## src/include/host_pin_defines.svh

```systemverilog
// Timing counts, field widths and reset values of the host pin logic
`ifndef HOST_PIN_DEFINES_SVH
`define HOST_PIN_DEFINES_SVH
`define CLK_PERIOD_NS 5
`define RST_FILTER_NS 100
`define RST_FILTER_CYC ((`RST_FILTER_NS + `CLK_PERIOD_NS - 1) / `CLK_PERIOD_NS)
`define EE_PERIOD_NS 4000
`define EE_HALF_CYC ((`EE_PERIOD_NS / 2) / `CLK_PERIOD_NS)
`define IRQ_SEL_W 2
`define EE_LEN_W 6
`define TX_LED_HOLD_CYC 20'h186A0
// Idle pin levels loaded into both synchroniser stages at reset
`define PIN_SYNC_IDLE 35'h1F7700000
// Cycles after reset release until the synchronisers carry pin levels
`define SYNC_SETTLE_CYC 2'h3
`endif

```

## src/include/host_pin_pkg.sv

```systemverilog
// Types shared by the host pin logic
package host_pin_pkg;
    typedef struct packed {
        logic [15:0] addr;
        logic byteHighN;
    } latched_addr_t;
    typedef struct packed {
        logic select;
        logic dataToMem;
        logic shiftClock;
    } eeprom_pins_t;
    typedef enum logic [1:0] {
        EE_IDLE = 2'b00,
        EE_LOW = 2'b01,
        EE_HIGH = 2'b10,
        EE_DONE = 2'b11
    } ee_state_t;
endpackage

```

## src/hdl/eeprom_shifter.sv

```systemverilog
// Serial EEPROM shift engine with 4 us shift clock
`timescale 1ns/1ps
`include "host_pin_defines.svh"
module eeprom_shifter (
    // Clock and reset
    input wire logic mclk,
    input wire logic resetn,
    // Command
    input wire logic start,
    input wire logic [31:0] txWord,
    input wire logic [`EE_LEN_W-1:0] bitCount,
    output logic busy,
    output logic [31:0] rxWord,
    // Pins
    input wire logic dataFromMemSync,
    output host_pin_pkg::eeprom_pins_t pins
);
    localparam int HALF = `EE_HALF_CYC;
    host_pin_pkg::ee_state_t state_q;
    logic [8:0] div_q;
    logic [`EE_LEN_W-1:0] left_q;
    logic [31:0] sh_q;
    wire halfTick = (div_q == 9'(HALF - 1));
    wire lastBit = (left_q == '0);
    assign busy = (state_q != host_pin_pkg::EE_IDLE);

    always_ff @(posedge mclk or negedge resetn) begin
        if (!resetn) begin
            state_q <= host_pin_pkg::EE_IDLE;
            div_q <= 9'h000;
            left_q <= '0;
            sh_q <= 32'h00000000;
            rxWord <= 32'h00000000;
            pins <= '0;
        end else begin
            div_q <= (halfTick || !busy) ? 9'h000 : div_q + 9'h001;
            case (state_q)
                host_pin_pkg::EE_IDLE: begin
                    pins.shiftClock <= 1'b0;
                    if (start && bitCount != '0) begin
                        sh_q <= txWord;
                        left_q <= bitCount - `EE_LEN_W'(1);
                        pins.select <= 1'b1;
                        pins.dataToMem <= txWord[31];
                        state_q <= host_pin_pkg::EE_LOW;
                    end
                end
                host_pin_pkg::EE_LOW: if (halfTick) begin
                    pins.shiftClock <= 1'b1;
                    sh_q <= {sh_q[30:0], dataFromMemSync};
                    state_q <= host_pin_pkg::EE_HIGH;
                end
                host_pin_pkg::EE_HIGH: if (halfTick) begin
                    pins.shiftClock <= 1'b0;
                    pins.dataToMem <= sh_q[31];
                    if (lastBit) begin
                        state_q <= host_pin_pkg::EE_DONE;
                    end else begin
                        left_q <= left_q - `EE_LEN_W'(1);
                        state_q <= host_pin_pkg::EE_LOW;
                    end
                end
                host_pin_pkg::EE_DONE: if (halfTick) begin
                    pins.select <= 1'b0;
                    pins.dataToMem <= 1'b0;
                    rxWord <= sh_q;
                    state_q <= host_pin_pkg::EE_IDLE;
                end
                default: state_q <= host_pin_pkg::EE_IDLE;
            endcase
        end
    end
endmodule

```

## src/hdl/host_pin_logic.sv

```systemverilog
// Host-side pin logic for an ISA or PCMCIA network controller
// Summary of operation
// - Reset pin counts only after staying high 100 ns; powerdown bypasses the filter.
// - ISA: address and byte-high enable latched on falling address latch strobe.
// - PCMCIA: card write strobe writes option, status registers and attribute memory.
// - ISA: drive only the selected interrupt line high; others float.
// - PCMCIA: single active-low interrupt request output replaces ISA lines.
// - PCMCIA: input acknowledge asserted on reads while card enabled.
// - ISA: wide I/O indicator when 16-bit, address enable low, A4-A15 match base.
// - PCMCIA: wide I/O indicator when 16-bit, config enable high, space select low.
// - Memory read strobe reads boot ROM in ISA, attribute space in PCMCIA.
// - EEPROM shift clock has a 4 us period.
// - EEPROM select driven during EEPROM accesses.
// - Data out to EEPROM input; data sampled from EEPROM output.
// - Three switch inputs choose EEPROM sets and are readable.
// - Shared pin: transmit LED with internal codec, active-low enable with external.
// - Mode pin sampled at reset end: low means PCMCIA, high means ISA.
// - ISA address decode only while address enable is low.
// - Codec strap low selects external codec, open selects internal.
// - Bus-width strap low gives 16-bit bus, open gives 8-bit.
`timescale 1ns/1ps
`include "host_pin_defines.svh"
module host_pin_logic (
    // Clock and reset
    input wire logic mclk,
    input wire logic resetn,
    // Reset and straps
    input wire logic resetPin,
    input wire logic powerDown,
    input wire logic romSelectOrCardModeN,
    input wire logic extCodecStrapN,
    input wire logic wideBusStrapN,
    output logic deviceReset,
    output logic cardMode,
    output logic extCodec,
    output logic wideBus,
    // Host bus pins
    input wire logic [19:0] hostAddr,
    input wire logic addrEnableOrRegN,
    input wire logic byteHighN,
    input wire logic addressLatchStrobeOrWriteN,
    input wire logic ioReadStrobeN,
    input wire logic ioWriteStrobeN,
    input wire logic romReadStrobeOrOutputEnableN,
    // Interrupt and indicator pins
    output logic [3:0] isaIrqLinesOut,
    output logic [3:0] isaIrqLinesOe,
    output logic cardIrqRequestN,
    output logic cardInputAckN,
    output logic wideIoIndicatorOut,
    output logic wideIoIndicatorOe,
    // Core side
    input wire logic coreIrq,
    input wire logic [1:0] irqLineSelect,
    input wire logic configEnableBit,
    input wire logic [7:0] baseAddrHigh,
    output host_pin_pkg::latched_addr_t latchedAddr,
    output logic hostIoRead,
    output logic hostIoWrite,
    output logic hostMemRead,
    output logic cardAttrWrite,
    // EEPROM
    input wire logic eeStart,
    input wire logic [31:0] eeTxWord,
    input wire logic [`EE_LEN_W-1:0] eeBitCount,
    output logic eeBusy,
    output logic [31:0] eeRxWord,
    input wire logic eepromDataFromMem,
    output host_pin_pkg::eeprom_pins_t eepromPins,
    // Switches and transmit indicator
    input wire logic [2:0] configSwitchInputs,
    output logic [2:0] configSwitchLevels,
    input wire logic coreTxActive,
    output logic transmitIndicatorOut,
    output logic transmitIndicatorOe
);
    // Two-stage synchronisers for every pin input
    localparam int SW = 35;
    logic [SW-1:0] s1_q, s2_q;
    wire [SW-1:0] rawPins = {
        resetPin,
        powerDown,
        romSelectOrCardModeN,
        extCodecStrapN,
        wideBusStrapN,
        addrEnableOrRegN,
        byteHighN,
        addressLatchStrobeOrWriteN,
        ioReadStrobeN,
        ioWriteStrobeN,
        romReadStrobeOrOutputEnableN,
        eepromDataFromMem,
        configSwitchInputs,
        hostAddr
    };
    // Idle levels keep strobes quiet until real pin levels arrive
    always_ff @(posedge mclk or negedge resetn) begin
        if (!resetn) begin
            s1_q <= `PIN_SYNC_IDLE;
            s2_q <= `PIN_SYNC_IDLE;
        end else begin
            s1_q <= rawPins;
            s2_q <= s1_q;
        end
    end
    wire rstS = s2_q[34];
    wire pdS = s2_q[33];
    wire modeS = s2_q[32];
    wire codecS = s2_q[31];
    wire widthS = s2_q[30];
    wire aenS = s2_q[29];
    wire bheS = s2_q[28];
    wire aleS = s2_q[27];
    wire iordS = s2_q[26];
    wire iowrS = s2_q[25];
    wire memrS = s2_q[24];
    wire eeDinS = s2_q[23];
    wire [2:0] swS = s2_q[22:20];
    wire [19:0] addrS = s2_q[19:0];

    // Reset glitch filter
    localparam int RCYC = `RST_FILTER_CYC;
    logic [4:0] rstCnt_q;
    logic [1:0] settle_q;
    logic aleLast_q;
    wire rstLong = (rstCnt_q >= 5'(RCYC));
    wire settled = (settle_q == `SYNC_SETTLE_CYC);
    // Counter saturates once the pulse is long enough
    always_ff @(posedge mclk or negedge resetn) begin
        if (!resetn) begin
            rstCnt_q <= 5'h00;
            settle_q <= 2'h0;
            deviceReset <= 1'b1;
        end else begin
            rstCnt_q <= !rstS ? 5'h00 : (rstLong ? rstCnt_q : rstCnt_q + 5'h01);
            settle_q <= settled ? settle_q : settle_q + 2'h1;
            // Reset stands until the synchronisers carry the strap levels
            deviceReset <= !settled || (pdS ? rstS : rstLong);
        end
    end

    // Straps read while reset stands, last sample kept
    always_ff @(posedge mclk or negedge resetn) begin
        if (!resetn) begin
            cardMode <= 1'b0;
            extCodec <= 1'b0;
            wideBus <= 1'b0;
        end else if (deviceReset) begin
            cardMode <= !modeS;
            extCodec <= !codecS;
            wideBus <= !widthS;
        end
    end

    // ISA address latch and strobes
    wire isa = !cardMode;
    wire aleFall = aleLast_q && !aleS;
    always_ff @(posedge mclk or negedge resetn) begin
        if (!resetn) begin
            aleLast_q <= 1'b0;
            latchedAddr <= '0;
        end else begin
            aleLast_q <= aleS;
            if (isa && aleFall) begin
                latchedAddr <= '{addr: addrS[15:0], byteHighN: bheS};
            end
        end
    end
    wire isaDecode = isa && !aenS;
    // A4-A7 must be zero, A8-A15 compare against the base high byte
    wire baseMatch = (addrS[15:8] == baseAddrHigh) && (addrS[7:4] == 4'h0);
    wire cardIoSel = cardMode && !aenS && configEnableBit;
    assign hostIoRead = !iordS && (isaDecode || cardIoSel);
    assign hostIoWrite = !iowrS && (isaDecode || cardIoSel);
    assign hostMemRead = !memrS;
    assign cardAttrWrite = cardMode && !aleS;

    // Interrupts; unselected ISA lines float
    assign isaIrqLinesOut = isa ? (4'h1 << irqLineSelect) & {4{coreIrq}} : 4'h0;
    assign isaIrqLinesOe = isa ? (4'h1 << irqLineSelect) : 4'h0;
    assign cardIrqRequestN = !(cardMode && coreIrq);
    assign cardInputAckN = !(cardMode && cardIoSel && !iordS);

    // Wide I/O indicator, open drain
    wire isaWide = isa && wideBus && isaDecode && baseMatch;
    wire cardWide = cardMode && wideBus && configEnableBit && !aenS;
    assign wideIoIndicatorOut = 1'b0;
    assign wideIoIndicatorOe = isaWide || cardWide;

    // EEPROM engine
    eeprom_shifter eeEngine (
        .mclk(mclk),
        .resetn(resetn),
        .start(eeStart),
        .txWord(eeTxWord),
        .bitCount(eeBitCount),
        .busy(eeBusy),
        .rxWord(eeRxWord),
        .dataFromMemSync(eeDinS),
        .pins(eepromPins)
    );

    assign configSwitchLevels = swS;

    // Transmit LED stretch or external codec enable
    logic [19:0] ledHold_q;
    always_ff @(posedge mclk or negedge resetn) begin
        if (!resetn) begin
            ledHold_q <= 20'h00000;
        end else begin
            ledHold_q <= coreTxActive ? `TX_LED_HOLD_CYC :
                (ledHold_q != 20'h00000 ? ledHold_q - 20'h00001 : 20'h00000);
        end
    end
    // External codec: enable follows activity; internal: stretched LED pulls low
    assign transmitIndicatorOut = extCodec ? !coreTxActive : 1'b0;
    assign transmitIndicatorOe = extCodec ? 1'b1 : (ledHold_q != 20'h00000);
endmodule

```

## config.mk

```make
export PLATFORM = sky130hd
export DESIGN_NAME = host_pin_logic
export DESIGN_NICKNAME = d
export VERILOG_FILES = /design/src/include/host_pin_pkg.sv /design/src/hdl/eeprom_shifter.sv /design/src/hdl/host_pin_logic.sv
export VERILOG_INCLUDE_DIRS = /design/src /design/src/include
export SDC_FILE = /design/constraint.sdc
export NUM_CORES = 1
export LEC_CHECK = 0
export BUFFER_PORTS_ARGS = -buffer_cell sky130_fd_sc_hd__buf_2
export CAP_MARGIN = 0
export CORE_ASPECT_RATIO = 0.5
export CORE_MARGIN = 2
export CORE_UTILIZATION = 43
export DETAILED_ROUTE_END_ITERATION = 8
export GPL_ROUTABILITY_DRIVEN = 0
export PLACE_DENSITY = 0.68
export SLEW_MARGIN = 40
export SYNTH_ARGS = -nofsm -noshare
export SYNTH_HDL_FRONTEND = slang
export SYNTH_HIERARCHICAL = 1
export SYNTH_SLANG_ARGS = --single-unit
```

## constraint.sdc

```tcl
create_clock -name mclk -period 2 [get_ports mclk]
set_input_delay 0.1 -clock mclk [delete_from_list [all_inputs] [get_ports mclk]]
set_output_delay 0.1 -clock mclk [all_outputs]
set_load 0.01 [all_outputs]
```

Yosys cells after proc, flatten, opt, wreduce, memory -nomap -nowiden
Cells that the tools add are included.
Operators by class
  $add $sub $neg: 6
  order comparisons: 1
  equal/unequal tests: 12
  shifts and indexed selects: 1
  mux-type cells: 29
  bitwise operators: 1
  reduce and logical (&&, ||, !) cells: 55
Operators with widths (count)
  32-bit 2-to-1 mux: 2
  32-bit one-hot mux with 2 select lines: 1
  20-bit 2-to-1 mux: 2
  20-bit nonzero test: 1
  20-bit by 1-bit subtractor with 20-bit output, second input constant: 1
  1-bit logical AND: 19
  6-bit 2-to-1 mux: 3
  1-bit zero test: 14
  2-bit 2-to-1 mux: 7
  6-bit one-hot mux with 2 select lines: 1
  4-bit AND reduction: 3
  6-bit by 1-bit subtractor with 6-bit output, second input constant: 2
  5-bit 2-to-1 mux: 2
  9-bit by 1-bit adder with 9-bit output, second input constant: 1
  9-bit equality test, second input constant: 1
  9-bit 2-to-1 mux: 1
  3-bit AND reduction: 3
  8-bit equality test: 1
  4-bit 2-to-1 mux: 2
  2-bit by 1-bit inequality test with 1-bit output, second input constant: 4
  2-bit one-hot mux with 4 select lines: 1
  2-bit nonzero test: 4
  2-bit equality test, second input constant: 3
  6-bit zero test: 1
  other kinds (16): 25
Storage, ports and cells
  bits in registers: 203
  input port bits: 89
  output and inout bits: 78
  word-level logic and storage cells: 125

Depth between registers and ports, before layout
  depth after elaboration: 6
  mapped depth: 10
  gate-level depth less buffers: 8

By module
The synthesis kept the hierarchy.
Modules (own cells, without submodules)
  eeprom_shifter: times used 1, cells each 337, area an instance 4135.2 sq um, sequential area each 2102.0 sq um
  host_pin_logic: times used 1, cells each 285, area an instance 4038.9 sq um, sequential area each 2806.4 sq um

Least setup slack after synthesis
OpenSTA, ideal clock, no wires.
  kind: flip-flop to flip-flop
  from: register eeEngine.state_q[0]
  to: register eeEngine.left_q[4]
  arrival time: 2.056 ns
  slack: -0.198 ns
  cell stages (with the launch flop): 11
  cells stage by stage: dfrtp_1 -> inv_1 -> ha_1 -> clkbuf_1 -> buf_2 -> mux2i_1 -> ha_1 -> o21ai_0 -> mux2i_1 -> a21oi_1 -> a21oi_1
Between the ends
  cells in the longest elaborated chain, start to end: 3
Ends and longest elaborated chain
  start, declared: RTL line eeprom_shifter.sv:19  | host_pin_pkg::ee_state_t state_q;
  start signal, assigned: RTL line eeprom_shifter.sv:29  | state_q <= host_pin_pkg::EE_IDLE;
  start signal, assigned: RTL line eeprom_shifter.sv:45  | state_q <= host_pin_pkg::EE_LOW;
  start signal, assigned: RTL line eeprom_shifter.sv:51  | state_q <= host_pin_pkg::EE_HIGH;
  2-bit equality test / 2-bit zero test (equally long branches): RTL line eeprom_shifter.sv:37  | case (state_q)
  2-bit by 1-bit inequality test with 1-bit output (no source line) (tied with other cells)
  4-bit AND reduction (no source line)
  end signal, assigned: RTL line eeprom_shifter.sv:42  | left_q <= bitCount - `EE_LEN_W'(1);
  end signal, assigned: RTL line eeprom_shifter.sv:59  | left_q <= left_q - `EE_LEN_W'(1);
  end, declared: RTL line eeprom_shifter.sv:21  | logic [`EE_LEN_W-1:0] left_q;
Parallel ways exist; a longest one is shown, timed or not.
A chain may end at the register's enable or synchronous reset.

Worst setup path after layout
  from: register eeEngine.state_q[1]
  to: register eeEngine.sh_q[2]
Between the ends
  cells in the longest elaborated chain, start to end: 3
Ends and longest elaborated chain
  2-bit by 1-bit equality test with 1-bit output / 2-bit zero test (equally long branches): RTL line eeprom_shifter.sv:37
  2-bit by 1-bit inequality test with 1-bit output (no source line) / 2-bit nonzero test (equally long branches)
  3-bit AND reduction (no source line)
  end signal, assigned: RTL line eeprom_shifter.sv:41  | sh_q <= txWord;
  end signal, assigned: RTL line eeprom_shifter.sv:50  | sh_q <= {sh_q[30:0], dataFromMemSync};
  end, declared: RTL line eeprom_shifter.sv:22  | logic [31:0] sh_q;
Parallel ways exist; a longest one is shown, timed or not.

==> results.md <==
- Post-Route WL: 18.4 mm
- Clock buffer depth: 2
- Cells along the critical path: inv_2 -> ha_4 -> or4b_4 -> o22ai_4 -> a211oi_4 -> buf_12 -> buf_16 -> nor2_2 -> a21oi_2
- Pwr dens: 1230 nW/µm²
- Synth Net Count: between 700 and 800
- Post-synthesis cell area: 8170 µm²
- F_max: between 500 and 600 MHz
- Final Power: about 0.014 W
- Crit path max-delay family: simple AND/OR/NAND/NOR gates
- Gr usage total: 0.185
- GRT Residual Overflow: 0
- # fillers: ~1.5k
- Area Overhead vs Synth: 37.2%
- Post-synth EDFFs: 0
- Register area share after synthesis: 0.600
- # rows: 35
- Final hold violations: 0
- DP Worst Slack: -0.0812 ns
- DR pass1 iterations: 4
- Critical path endpoint category: flop
- Worst VDD drop: between 600 and 700 µV
- Fin crit share: 0.975
- Largest net degree at the start of global routing: between 50 and 60
- Seq cells post-synth: a little under 200
- Post-synth ARST share: 1.00
- Nets: 995
- Design area: around 11000 µm²
- Post-DRT Antenna Nets: 0
- Clk root buf: clkbuf_16
- Layout Utilization: 0.605
- Starting DRT DRC Count: 181
- # clock sinks: ~200
- RSZ-0062 raised after global routing: true
- Reg clk slew, reported paths: 0.07 ns
- Initial antenna violation count: 0
- Buffers & Inverters on Critical Path: 3
- Clock skew: 0.0143 ns
- Post-DP HPWL: between 10 and 15 mm
- Vias: 5742
- Worst path max stage delay: ~0.47 ns
- Max-cap viol count: 0
- Die H: 101 µm
- Setup WS post-layout: between 0.04 and 0.05 ns
- Slew Viols, Final: 0
- Worst hold path type: input port to flop
- Htree depth: 4
- Critical path startpoint category: flop
- Tmin final: just under 2 ns
- CTS tree: built
- Avg Cell Area, Syn: 13.1 µm²
- Critical Path RT: about 2.3 ns
- Critical path arrival: 2.26 ns
- # diodes: 0
- Worst path slowest cell: or4b_4
- Critical path class: flop to flop
- Synth unique cells: 66
- Worst skew pair latency: around 0.43 ns
- Vias in the first global route: 5836
- Measured slew at the worst slew-check pin: around 0.54 ns
- Port bufs: between 150 and 200
- Wire per inst: between 15 and 20 µm
- Most used DFF post-synth: dfrtp_1
- Status: complete, no violations
- Cts bufs inserted: 17
- IO Count: 167
- First-pass GRT wire length: 29.1 mm
- Static leakage: 5.12 nW
- Final setup viols: 0
- Maximum fanout along the worst path: 9
- Core box area: ~19000 µm²
- Initial core utilization: 0.441
- Horiz. Die Dim: roughly 200 µm
- Vias per cell: 4.92
- Die area: roughly 20000 µm²
- Synth warn: 6
- Placed Instance Area: 9460 µm²
- Drt drc: 0
- Worst slew margin: 0.635
- Mapped Cells: about 620
- Share of cells above drive strength 1: 0.479
-- final timing paths --
check	start	endpoint	slack [ns]	cells after the start
max in group asynchronous	resetn	s1_q[29]$_DFF_PN1_	1.08	3
hold / removal	eeTxWord[26]	eeEngine/sh_q[26]$_DFFE_PN0P_	0.02	3
setup reg to reg	eeEngine/state_q[1]$_DFFE_PN0P_	eeEngine/sh_q[2]$_DFFE_PN0P_	0.05	9
hold reg to reg	s1_q[4]$_DFF_PN0_	s2_q[4]$_DFF_PN0_	0.34	0
setup / recovery	eeEngine/state_q[1]$_DFFE_PN0P_	eeEngine/sh_q[2]$_DFFE_PN0P_	0.05	9
min in group asynchronous	resetn	eeEngine/sh_q[28]$_DFFE_PN0P_	0.22	2
-- cells in the final DEF, fill, tap and decap left out, drive strengths merged, types with 7 or more instances in the layout --
| master | synthesis | final |
|---|---|---|
| mux2 | 53 | 53 |
| dfrtp | 172 | 172 |
| o21ai | 9 | 9 |
| buf | 20 | 215 |
| nand3 | 11 | 11 |
| xnor2 | 18 | 18 |
| nor2b | 7 | 7 |
| nor2 | 77 | 77 |
| inv | 14 | 21 |
| dlygate4sd3 | 0 | 61 |
| dfstp | 23 | 23 |
| a21oi | 49 | 49 |
| ha | 11 | 11 |
| mux2i | 40 | 40 |
| nand2 | 18 | 18 |
| nor3 | 14 | 14 |
| nor4 | 8 | 8 |
| clkbuf | 4 | 20 |
| xor2 | 12 | 12 |
-- synth_stat cells (5+ instances only) --
cell | number | area (µm²)
mux2i_1 | 40 | 400
nor2_2 | 28 | 175
nand2_1 | 18 | 67.6
o21bai_1 | 5 | 37.5
nand3_1 | 10 | 50.1
buf_6 | 6 | 67.6
ha_1 | 11 | 138
xnor2_1 | 18 | 158
buf_2 | 8 | 40.0
a21oi_1 | 20 | 100
mux2_2 | 52 | 586
buf_4 | 5 | 37.5
xor2_1 | 12 | 105
o21ai_0 | 9 | 45.0
nor2_1 | 49 | 184
nor2b_1 | 7 | 43.8
a21oi_2 | 29 | 254
dfstp_2 | 23 | 604
nor3_1 | 11 | 55.1
inv_1 | 14 | 52.6
dfrtp_1 | 172 | 4300
-- sequential cells by signal (all words and copies together), names as in the netlist --
signal,count
settle_q,2
rstCnt_q,5
eeEngine/div_q,9
eeEngine/state_q,2
wideBus,1
latchedAddr,17
eeEngine/sh_q,32
deviceReset,1
s1_q,31
eeEngine/pins,3
s2_q,31
extCodec,1
eeEngine/left_q,6
cardMode,1
eeEngine/rxWord,32
ledHold_q,20
aleLast_q,1
-- routing by layer --
layer  track usage  share of wire  wire [µm]
met1         0.238           0.45       8200
met5             0              0          0
met2         0.324           0.52       9480
met3        0.0343          0.028        506
met4        0.0545         0.0098        180
-- stage by stage --
stage	hold WS, ns	cells	setup TNS [ns]
floorplan	-0.196	622	0
global placement	0.125	1049	-0.145
detailed placement	0.128	1049	-1.36
CTS	0.00114	1156	-0.0325
global route	0.0156	1167	-0.164
finish	0.0156	1167	0
-- power by group --
| part | switching [W] | leakage (nW) | internal [W] |
|---|---|---|---|
| Clock | 0.00166 | 0.297 | 0.00181 |
| Sequential | 0.000616 | 2.33 | 0.00464 |
| Combinational | 0.00252 | 2.50 | 0.00257 |
-- repair_timing --
item,in CTS,in global routing
setup buffers,13,11
gates cloned,3,1
resized for setup,23,37
endpoints found under the hold margin,121,0
hold buffers,61,0
pin swaps,8,10
setup endpoints to repair,37,73
-- final cells by class --
type | instances | area (µm²) | share of cell area
Clock inverter | 14 | 181 | 0.0162
Sequential cell | 195 | 4910 | 0.438
Multi-Input combinational cell | 389 | 3270 | 0.291
Clock buffer | 18 | 429 | 0.0383
Tap cell | 259 | 324 | 0.0289
Timing Repair Buffer | 278 | 2050 | 0.183
Inverter | 14 | 52.6 | 0.00469
-- cell families after synthesis --
logic type                 synth area share
adders and majority gates            0.0168
DFF                                   0.600
muxes                                 0.122
AOI/OAI and AO/OA                    0.0804
other                              0.000459
buffers and inverters                0.0265
and+or+nand+nor                       0.121
xor gates and xnor gates             0.0321
-- tightest hold or removal path, delay by kind of cell --
| kind | cells | cell delay [ns] |
|---|---|---|
| AOI/OAI and AO/OA | 1 | 0.15 |
| buffers and inverters | 1 | 0.08 |
| muxes | 1 | 0.07 |
No activity file was read; power rests on OpenSTA's default activity.
